`config.mk`:
```
export PLATFORM = sky130hd
export DESIGN_NAME = crwrt_top
export DESIGN_NICKNAME = d
export VERILOG_FILES = /design/src/inc/crwrt_pkg.sv /design/src/core/crwrt_top.sv
export SDC_FILE = /design/constraint.sdc
export NUM_CORES = 1
export LEC_CHECK = 0
export BUFFER_PORTS_ARGS = -buffer_cell sky130_fd_sc_hd__clkbuf_2
export CAP_MARGIN = 25
export CORE_ASPECT_RATIO = 0.5
export CORE_UTILIZATION = 46
export DETAILED_ROUTE_END_ITERATION = 8
export GPL_ROUTABILITY_DRIVEN = 0
export PLACE_DENSITY = 0.85
export REMOVE_ABC_BUFFERS = 1
export SETUP_SLACK_MARGIN = 0.4
export SLEW_MARGIN = 40
export SYNTH_ARGS = -nofsm -noshare
export SYNTH_HDL_FRONTEND = slang
export SYNTH_SLANG_ARGS = --single-unit
```
`constraint.sdc`:
```
create_clock -name clk -period 4.9 [get_ports clk]
set_input_delay 0.49 -clock clk [delete_from_list [all_inputs] [get_ports clk]]
set_output_delay 0.49 -clock clk [all_outputs]
set_load 0.01 [all_outputs]
```
`src/inc/crwrt_pkg.sv`:
```
// Shared constants for the command register block
package crwrt_pkg;

  // Bus geometry
  localparam int          ADDR_W          = 8;      // Byte address width
  localparam int          DATA_W          = 32;     // Data word width

  // Register byte offsets
  localparam logic [7:0]  OFS_CFG_ID      = 8'h04;  // Config word 1 image
  localparam logic [7:0]  OFS_CMD         = 8'h88;  // Command register
  localparam logic [7:0]  OFS_IRQ_STAT    = 8'hA0;  // Sticky event status
  localparam logic [7:0]  OFS_IRQ_MASK    = 8'hA4;  // Event mask
  localparam logic [7:0]  OFS_STATE       = 8'hA8;  // Live block state

  // Command register field positions
  localparam int          B_RFS_HI        = 22;     // Rx FIFO size field top
  localparam int          B_RFS_LO        = 21;     // Rx FIFO size field bottom
  localparam int          B_PM            = 19;     // Power management enable
  localparam int          B_WOL           = 18;     // Wake on LAN enable
  localparam int          B_RWP           = 6;      // Pattern pointer reset
  localparam int          B_PAUSE         = 5;      // Flow-control pause enable
  localparam int          B_RTE           = 4;      // Rx threshold enable
  localparam int          B_DRT_HI        = 3;      // Drain threshold top
  localparam int          B_DRT_LO        = 2;      // Drain threshold bottom
  localparam int          B_SOFTWARE_IRQ          = 1;      // Software interrupt
  localparam int          B_AUTO_UNDERRUN_RECOVERY          = 0;      // Auto underrun recovery

  // Config word 1 new-capabilities bit
  localparam int          B_NEW_CAP       = 20;

  // Software-writable bits of the command register
  localparam logic [31:0] CMD_WR_MASK     = 32'h0064007F;

  // Reset values
  localparam logic [1:0]  DRT_RESET       = 2'h1;   // 64-byte drain
  localparam logic [1:0]  RFS_RESET       = 2'h2;   // 2K bytes

  // Drain threshold codes
  localparam logic [1:0]  DRT_32B         = 2'h0;
  localparam logic [1:0]  DRT_64B         = 2'h1;
  localparam logic [1:0]  DRT_SAF         = 2'h2;

  // Rx FIFO size codes
  localparam logic [1:0]  RFS_1K          = 2'h3;
  localparam logic [1:0]  RFS_2K          = 2'h2;

  // Threshold and size values in bytes
  localparam logic [11:0] BYTES_32        = 12'h020;
  localparam logic [11:0] BYTES_64        = 12'h040;
  localparam logic [11:0] BYTES_1K        = 12'h400;
  localparam logic [11:0] BYTES_2K        = 12'h800;

  // Interrupt status bit positions
  localparam int          IRQ_W           = 3;
  localparam int          EV_WAKE         = 0;      // Wake-up frame seen
  localparam int          EV_UNDERRUN     = 1;      // Tx FIFO underrun
  localparam int          EV_SLEEP        = 2;      // Sleep entered

  // Power state of the wake logic
  typedef enum logic {
    PS_AWAKE,
    PS_ASLEEP
  } crwrt_pwr_type;

endpackage

```
`src/core/crwrt_top.sv`:
```
`timescale 1ns/1ns
// Notes on behaviour
// - PM bit zero forces capability pointer zero
// - PM bit mirrored to config word bit 20
// - PM mode wakes on magic, unicast, multicast
// - Setting WAKE_LAN_ENABLE enters wake mode and sleeps
// - Sleep ends on wake, WAKE_LAN_ENABLE clear, reset
// - WAKE_LAN_ENABLE mode wakes on magic frame only
// - Pattern pointer reset bit rewinds pointer
// - Pause bit loaded from autonegotiation, then writable
// - Pause bit enables or disables PAUSE
// - Threshold enable off forces 64-byte threshold
// - Drain code: 32, 64, store-forward, reserved
// - Underrun recovery bit recovers without software
// - FIFO size code 11 is 1K, 10 is 2K
module crwrt_top
  import crwrt_pkg::*;
#(
  parameter logic [7:0] CAP_PTR_VALUE = 8'h50  // Capability list start
)(
  input  wire logic                          clk,
  input  wire logic                          rst_b,
  input  wire logic                          soft_reset,
  // Avalon-MM slave
  input  wire logic [crwrt_pkg::ADDR_W-1:0]  avs_address,
  input  wire logic                          avs_read,
  input  wire logic                          avs_write,
  input  wire logic [crwrt_pkg::DATA_W-1:0]  avs_writedata,
  input  wire logic [3:0]                    avs_byteenable,
  output logic      [crwrt_pkg::DATA_W-1:0]  avs_readdata,
  output logic                               avs_waitrequest,
  // EEPROM recall
  input  wire logic                          eeprom_load,
  input  wire logic                          eeprom_pm_enable,
  input  wire logic                          eeprom_wol_enable,
  input  wire logic [1:0]                    eeprom_rx_fifo_size,
  // Autonegotiation result
  input  wire logic                          an_done,
  input  wire logic                          an_pause_able,
  // Frame classifier and transmitter events
  input  wire logic                          magic_frame_rx,
  input  wire logic                          unicast_wake_rx,
  input  wire logic                          multicast_wake_rx,
  input  wire logic                          tx_underrun,
  // Controls to the datapath
  output logic      [7:0]                    cap_ptr,
  output logic                               new_cap_ind,
  output logic                               sleep_state,
  output logic                               wake_event,
  output logic                               pattern_ptr_rewind,
  output logic                               pause_enable,
  output logic      [11:0]                   rx_threshold_bytes,
  output logic                               rx_store_forward,
  output logic      [11:0]                   rx_fifo_bytes,
  output logic                               tx_recover,
  output logic                               tx_stalled,
  output logic                               irq
);
  import crwrt_pkg::*;

  // Command register fields
  logic                power_mgmt_enable_r;       // Read-only to software
  logic                wake_lan_enable_r;         // Wake on LAN enable
  logic                pattern_pointer_reset_r;   // Stored rewind bit
  logic                pause_r;                   // Pause enable
  logic                rx_threshold_enable_r;     // Threshold enable
  logic [1:0]          rx_drain_threshold_r;      // Drain code
  logic                software_irq_r;            // Software interrupt
  logic                auto_underrun_recovery_r;  // Underrun recovery
  logic [1:0]          rx_fifo_size_sel_r;        // Rx FIFO size code
  logic                an_seen_r;                 // Autonegotiation done once
  crwrt_pwr_type       pwr_r;                     // Sleep state
  crwrt_pwr_type       pwr_nxt;
  logic [IRQ_W-1:0]    irq_stat_r;                // Sticky events
  logic [IRQ_W-1:0]    irq_mask_r;                // Event mask
  logic                stall_r;                   // Tx halted on underrun
  logic                wake_r;                    // Wake pulse
  logic                rewind_r;                  // Rewind pulse
  logic                recover_r;                 // Recovery pulse
  logic                ack_r;                     // Bus answer phase
  logic [DATA_W-1:0]   rdata_r;                   // Registered read data

  // Bus decode; a write lands only in the answer cycle, so a
  // request held through its wait cycle is applied once
  wire                 req      = avs_read | avs_write;
  wire                 wr_take  = avs_write & ack_r;
  wire                 hit_cmd  = (avs_address == OFS_CMD);
  wire                 hit_cfg  = (avs_address == OFS_CFG_ID);
  wire                 hit_stat = (avs_address == OFS_IRQ_STAT);
  wire                 hit_mask = (avs_address == OFS_IRQ_MASK);
  wire                 hit_st   = (avs_address == OFS_STATE);
  wire                 wr_cmd   = wr_take & hit_cmd;
  wire                 wr_stat  = wr_take & hit_stat;
  wire                 wr_mask  = wr_take & hit_mask;

  // Byte enables widened to a bit mask, one lane per loop pass
  logic [DATA_W-1:0]   be_mask;
  genvar gi;
  generate
    for (gi = 0; gi < 4; gi++) begin : g_lane
      assign be_mask[gi*8 +: 8] = {8{avs_byteenable[gi]}};
    end
  endgenerate

  // Merged command word as it will stand after a write
  logic [DATA_W-1:0]   cmd_now;
  wire  [DATA_W-1:0]   cmd_wmask = be_mask & CMD_WR_MASK;
  wire  [DATA_W-1:0]   cmd_new   = (cmd_now & ~cmd_wmask) | (avs_writedata & cmd_wmask);
  wire  [DATA_W-1:0]   wdat_be   = avs_writedata & be_mask;

  // Current command word image
  always_comb begin
    cmd_now                       = '0;
    cmd_now[B_RFS_HI:B_RFS_LO]    = rx_fifo_size_sel_r;
    cmd_now[B_PM]                 = power_mgmt_enable_r;
    cmd_now[B_WOL]                = wake_lan_enable_r;
    cmd_now[B_RWP]                = pattern_pointer_reset_r;
    cmd_now[B_PAUSE]              = pause_r;
    cmd_now[B_RTE]                = rx_threshold_enable_r;
    cmd_now[B_DRT_HI:B_DRT_LO]    = rx_drain_threshold_r;
    cmd_now[B_SOFTWARE_IRQ]               = software_irq_r;
    cmd_now[B_AUTO_UNDERRUN_RECOVERY]               = auto_underrun_recovery_r;
  end

  // Config word 1 image with the new-capabilities bit
  logic [DATA_W-1:0]   cfg_word;
  always_comb begin
    cfg_word             = '0;
    cfg_word[B_NEW_CAP]  = power_mgmt_enable_r;
  end

  // Live state word
  // Software can poll sleep and stall without touching status
  wire  [DATA_W-1:0]   state_word = {20'h00000, stall_r, (pwr_r == PS_ASLEEP), 2'h0, cap_ptr};

  // Read mux, unmapped addresses read zero
  wire  [DATA_W-1:0]   rd_mux =
      hit_cmd  ? cmd_now :
      hit_cfg  ? cfg_word :
      hit_stat ? {29'h0, irq_stat_r} :
      hit_mask ? {29'h0, irq_mask_r} :
      hit_st   ? state_word : 32'h00000000;

  // Wake frame qualification by mode
  // Asleep only magic frames count; awake, PM mode with WAKE_LAN_ENABLE off takes all three
  wire                 wol_wake = wake_lan_enable_r & magic_frame_rx;
  wire                 pm_wake  = power_mgmt_enable_r & ~wake_lan_enable_r &
                                  (magic_frame_rx | unicast_wake_rx | multicast_wake_rx);
  wire                 wake_hit = (pwr_r == PS_ASLEEP) ? wol_wake : pm_wake;

  // WAKE_LAN_ENABLE level after this cycle's load or write
  wire                 wol_set  = (wr_cmd & cmd_new[B_WOL] & cmd_wmask[B_WOL]) |
                                  (eeprom_load & eeprom_wol_enable);
  // A recall with WAKE_LAN_ENABLE at zero ends sleep just as a write of zero does
  wire                 wol_clr  = (wr_cmd & cmd_wmask[B_WOL] & ~cmd_new[B_WOL]) |
                                  (eeprom_load & ~eeprom_wol_enable);

  // Sleep state transitions
  always_comb begin
    pwr_nxt = pwr_r;
    case (pwr_r)
      PS_AWAKE: begin
        // Enter sleep whenever WAKE_LAN_ENABLE is set
        if (wol_set) begin
          pwr_nxt = PS_ASLEEP;
        end
      end
      PS_ASLEEP: begin
        // Leave on wake frame or WAKE_LAN_ENABLE cleared
        if (wol_wake || wol_clr) begin
          pwr_nxt = PS_AWAKE;
        end
      end
      default: begin
        pwr_nxt = PS_AWAKE;
      end
    endcase
  end

  // Event sources for the sticky status
  logic [IRQ_W-1:0]    ev;
  always_comb begin
    ev              = '0;
    ev[EV_WAKE]     = wake_hit;
    ev[EV_UNDERRUN] = tx_underrun;
    ev[EV_SLEEP]    = (pwr_r == PS_AWAKE) && (pwr_nxt == PS_ASLEEP);
  end

  // Bus handshake: one wait cycle, then answer
  // The wait cycle lets the read mux settle into a register
  always_ff @(posedge clk or negedge rst_b) begin
    if (!rst_b) begin
      ack_r   <= 1'b0;
      rdata_r <= 32'h00000000;
    end else begin
      ack_r   <= req & ~ack_r;
      // Read data captured on the wait cycle
      if (avs_read && !ack_r) begin
        rdata_r <= rd_mux;
      end
    end
  end

  // Power management and WAKE_LAN_ENABLE bits
  always_ff @(posedge clk or negedge rst_b) begin
    if (!rst_b) begin
      power_mgmt_enable_r <= 1'b0;
      wake_lan_enable_r   <= 1'b0;
      rx_fifo_size_sel_r  <= RFS_RESET;
      pwr_r               <= PS_AWAKE;
    end else if (soft_reset) begin
      // Software reset wakes the block and drops WAKE_LAN_ENABLE
      wake_lan_enable_r   <= 1'b0;
      pwr_r               <= PS_AWAKE;
    end else if (eeprom_load) begin
      // Recall from EEPROM
      power_mgmt_enable_r <= eeprom_pm_enable;
      wake_lan_enable_r   <= eeprom_wol_enable;
      rx_fifo_size_sel_r  <= eeprom_rx_fifo_size;
      pwr_r               <= pwr_nxt;
    end else begin
      // PM bit has no write path
      if (wr_cmd) begin
        wake_lan_enable_r   <= cmd_new[B_WOL];
        rx_fifo_size_sel_r  <= cmd_new[B_RFS_HI:B_RFS_LO];
      end
      pwr_r <= pwr_nxt;
    end
  end

  // Pause bit: autonegotiation first, software afterwards
  // Early writes are dropped so software cannot race the negotiation
  always_ff @(posedge clk or negedge rst_b) begin
    if (!rst_b) begin
      pause_r   <= 1'b0;
      an_seen_r <= 1'b0;
    end else if (soft_reset) begin
      pause_r   <= 1'b0;
      an_seen_r <= 1'b0;
    end else if (an_done) begin
      pause_r   <= an_pause_able;
      an_seen_r <= 1'b1;
    end else if (wr_cmd && an_seen_r) begin
      pause_r   <= cmd_new[B_PAUSE];
    end
  end

  // Remaining software controls
  // Soft reset returns these to their power-up values
  always_ff @(posedge clk or negedge rst_b) begin
    if (!rst_b) begin
      pattern_pointer_reset_r  <= 1'b0;
      rx_threshold_enable_r    <= 1'b0;
      rx_drain_threshold_r     <= DRT_RESET;
      software_irq_r           <= 1'b0;
      auto_underrun_recovery_r <= 1'b0;
    end else if (soft_reset) begin
      pattern_pointer_reset_r  <= 1'b0;
      rx_threshold_enable_r    <= 1'b0;
      rx_drain_threshold_r     <= DRT_RESET;
      software_irq_r           <= 1'b0;
      auto_underrun_recovery_r <= 1'b0;
    end else if (wr_cmd) begin
      pattern_pointer_reset_r  <= cmd_new[B_RWP];
      rx_threshold_enable_r    <= cmd_new[B_RTE];
      rx_drain_threshold_r     <= cmd_new[B_DRT_HI:B_DRT_LO];
      software_irq_r           <= cmd_new[B_SOFTWARE_IRQ];
      auto_underrun_recovery_r <= cmd_new[B_AUTO_UNDERRUN_RECOVERY];
    end
  end

  // Sticky status and mask; a new event beats a clear
  // Software clears with ones; zero bits leave status alone
  always_ff @(posedge clk or negedge rst_b) begin
    if (!rst_b) begin
      irq_stat_r <= '0;
      irq_mask_r <= '0;
    end else begin
      irq_stat_r <= (irq_stat_r & ~({IRQ_W{wr_stat}} & wdat_be[IRQ_W-1:0])) | ev;
      if (wr_mask) begin
        irq_mask_r <= (irq_mask_r & ~be_mask[IRQ_W-1:0]) | wdat_be[IRQ_W-1:0];
      end
    end
  end

  // Pulses and the underrun stall
  // Rewind follows the written bit, so every write of one rewinds
  always_ff @(posedge clk or negedge rst_b) begin
    if (!rst_b) begin
      wake_r    <= 1'b0;
      rewind_r  <= 1'b0;
      recover_r <= 1'b0;
      stall_r   <= 1'b0;
    end else begin
      wake_r    <= wake_hit;
      rewind_r  <= wr_cmd & cmd_wmask[B_RWP] & avs_writedata[B_RWP];
      recover_r <= tx_underrun & auto_underrun_recovery_r;
      // Without recovery the transmitter waits for software
      if (tx_underrun && !auto_underrun_recovery_r) begin
        stall_r <= 1'b1;
      end else if (soft_reset || (wr_stat && wdat_be[EV_UNDERRUN])) begin
        stall_r <= 1'b0;
      end
    end
  end

  // Effective receive threshold
  // Store-and-forward keeps the 64-byte figure; the flag tells the
  // datapath to wait for the whole frame
  logic [11:0]         thr_bytes;
  always_comb begin
    thr_bytes = BYTES_64;
    if (rx_threshold_enable_r) begin
      case (rx_drain_threshold_r)
        DRT_32B: thr_bytes = BYTES_32;
        DRT_64B: thr_bytes = BYTES_64;
        default: thr_bytes = BYTES_64;
      endcase
    end
  end

  // Receive FIFO size decode, reserved codes fall back to 2K
  // so a blank EEPROM never shrinks the buffer
  wire  [11:0]         fifo_bytes = (rx_fifo_size_sel_r == RFS_1K) ? BYTES_1K : BYTES_2K;

  // Outputs
  assign avs_waitrequest    = req & ~ack_r;
  assign avs_readdata       = rdata_r;
  assign cap_ptr            = power_mgmt_enable_r ? CAP_PTR_VALUE : 8'h00;
  assign new_cap_ind        = power_mgmt_enable_r;
  assign sleep_state        = (pwr_r == PS_ASLEEP);
  assign wake_event         = wake_r;
  assign pattern_ptr_rewind = rewind_r;
  assign pause_enable       = pause_r;
  assign rx_threshold_bytes = thr_bytes;
  assign rx_store_forward   = rx_threshold_enable_r && (rx_drain_threshold_r == DRT_SAF);
  assign rx_fifo_bytes      = fifo_bytes;
  assign tx_recover         = recover_r;
  assign tx_stalled         = stall_r;
  assign irq                = (|(irq_stat_r & irq_mask_r)) | software_irq_r;

endmodule // crwrt_top

```
==> summary.txt <==
Die
  – Placement Rows: 17
  – Initial Util: 0.4858
  – Chip Height: 50.45 um
  – Core area: 0.004446 mm2
  – Die Wd: around 100 um
  – Total Die Area: between 0.004 and 0.005 mm2
  – Io pins: ~130

Global route
  – Initial antenna violation count: 0
  – Remaining global-route overflow: 0
  – Global-route wire length before repair: approximately 7400 um
  – Vias in the first global route: 1650
  – Largest net degree at the start of global routing: 39
  – GR Util All Layers: 0.1966

Logic synthesis
  – Simple-Gate Fraction of Synth Area: 0.1837
  – Cells after Synth: 227
  – Post-synthesis async set-or-reset flop share: 1.000
  – Dominant cell type by area after synthesis: dfrtp_1
  – Synth Area in Compound Gates: 0.1286
  – Largest family of logic cells by synthesized area: buffers and inverters
  – Post-synthesis mux area share: 0.04403
  – Main flop type after synthesis: dfrtp_1
  – Post-Synth XOR/XNOR Area: 0
  – Synth top cells by count: buf_4 (47), dfrtp_1 (36), nand2_1 (29), nor2_1 (13)
  – Yosys reg bits: 38
  – Synth Area per Inst: 9.514 um2
  – Top-count cell post-synth: buf_4
  – Adder-cell area share of the yosys netlist: 0
  – Ys Warns: 0
  – Synthesized area: approximately 0.0022 mm2
  – Yosys top cell area share: 0.4171
  – Area contributors post-synth: dfrtp_1 (42%), buf_4 (16%), nand2_1 (5.0%)
  – Netlist cell types: 45
  – Register area share after synthesis: 0.4415
  – EDFF count, synth: 0

Clock network
  – Hold buffers post-CTS: 0
  – Clk sinks: 38
  – Resized cells post-CTS: 0
  – # Post-CTS Setup Buffers: 0
  – Root Driver: clkbuf_8
  – Clk buf depth: 2
  – CTS buffer count: 5
  – Worst-Skew Late Latency: 290 ps
  – CTS tree: built
  – H-tree Lvls: 2
  – Reg clk slew, reported paths: 70 ps

Setup path
  – WS Path Type: in2reg
  – CP endpoint kind: flop
  – Top delay family on crit path: simple AND/OR/NAND/NOR gates
  – Max incr delay on CP: 580 ps
  – Max Fanout on Critical Path: 9
  – Worst Path Required: 5120 ps
  – Buf/Inv on CP: 1
  – CP max-delay cell: or4_4
  – WP data arrival: 2290 ps
  – CP cell instances: clkbuf_2 -> or3b_2 -> or4_4 -> a2111o_1 -> nand2_1
  – R2R depth: 4
  – Reg2Reg Setup Slack: between 2000 and 3000 ps
  – Reg2reg end: avs_readdata[10]
  – CP Launch Point: avs_address[5]
  – Startpoint types: input pin
  – Reg2reg start: ack_r

Outcome
  – Status: finished clean

STA
  – Final Hold Fails: 0
  – Skew final: ~7.3 ps
  – Crit path time final: 2069 ps
  – RSZ-0062 raised after global routing: no
  – Hold slack: 190.3 ps
  – Final setup vio count: 0
  – Fin crit share: 0.4222
  – Setup TNS: 0 ps
  – Slew @ Worst Pin: 694.6 ps
  – Slew Limit Fails: 0
  – Relative slew margins: 0.5304
  – Fmax: 483.4 MHz

Final layout
  – Non-filler cells, final: 344
  – Antenna Cells: 0
  – Fillers: 406
  – Layout cells sized above 1: 0.2857
  – Synthesis-to-finish area growth: 11.47%
  – Total Nets Final: about 350

Routing
  – Routed WL per cell: 13.39 um
  – DRC errors left: 0
  – Final wirelength: 4607 um
  – First-pass DRT Iterations: 4
  – Routed vias/inst: 5.015
  – Initial DRC Count: around 100
  – Post-route ant nets: 0
  – Via count: 1725

Pwr
  – Switch share: 0.2736
  – VDD IR-drop max: 0.1011 mV
  – Sequential share of power: 0.521
  – Power Internal: around 0.47 mW
  – P per Cell Area: ~270 mW/mm2
  – Clock Power Share: 0.335
  – Leakage: 1.264 nW
  – Switching pwr: 0.1762 mW
  – Comb pwr share: 0.143

Place
  – IO buf count: 65
  – Dpl hpwl: 3583 um
  – Post-placement cell count: about 340

Hold path
  – Hold Path Class: in2async

Flow run
  – Max_cap viols: 0
[per-layer routing]
layer	share of wire	track usage	wire [um]
met2	0.48	0.3287	2215
met5	0	0	0
met1	0.43	0.2332	1967
met3	0.076	0.05014	351
met4	0.016	0.1194	74
[layout by cell type, fill, tap and decap left out, types with 2 or more instances in the layout]
cell	count
o31ai_1	2
mux2_2	4
nand2_1	29
conb_1	44
clkbuf_2	64
nand2b_1	4
a22oi_1	3
or3_1	2
nand3b_1	2
a22o_1	6
a21o_1	2
a21oi_1	9
o21ai_0	8
o211ai_1	2
clkbuf_8	6
nor3_1	3
dfstp_2	2
mux2i_1	5
or3b_2	2
nor2_1	13
nand3_1	7
or4_4	2
inv_1	9
dfrtp_1	36
[power by group through the flow]
stage | logic [mW] | clock network, mW | registers, mW
2_1_floorplan | 0.0451 | 0 | 0.342
5_1_grt | 0.102 | 0.233 | 0.337
3_5_place_dp | 0.0916 | 0 | 0.342
4_1_cts | 0.0923 | 0.217 | 0.336
6_report | 0.0922 | 0.216 | 0.336
3_3_place_gp | 0.0894 | 0 | 0.341
[layout make-up]
type	instances	area, um2	share of cell area
sequential	38	953.4	0.3960
multi-input combinational	168	934.6	0.3883
timing repair buffer	65	327.8	0.1362
clock buffer	7	86.33	0.03586
inverter	9	33.78	0.01403
tap	57	71.32	0.02963
[through the flow]
stage | power (mW) | util | instance area (um2) | setup WS, ps
floorplan | 0.3870 | - | 1922 | 2744
global placement | 0.4301 | 0.5215 | 2318 | 2588
detailed placement | 0.4337 | 0.5221 | 2321 | 2552
CTS | 0.6453 | 0.5415 | 2407 | 2842
global route | 0.6720 | 0.5415 | 2407 | 2713
finish | 0.6441 | 0.5415 | 2407 | 2831
[kinds of logic (layout without fill, tap and decap cells)]
logic type / after synthesis / in the layout
buffers and inverters: 64 / 81
AOI/OAI and AO/OA: 40 / 40
other: 1 / 44
muxes: 9 / 9
and+or+nand+nor: 75 / 75
DFF: 38 / 38
[worst max path at each step]
stage	end	slack, ps	cells past startpoint
2_1_floorplan	sleep_state	2740	4
3_3_place_gp	sleep_state	2590	5
3_5_place_dp	flop	2550	4
4_1_cts	avs_readdata[10]	2840	4
5_1_grt	avs_readdata[19]	2710	4
6_report	sleep_state	2830	5
(Power assumes the default switching activity.)
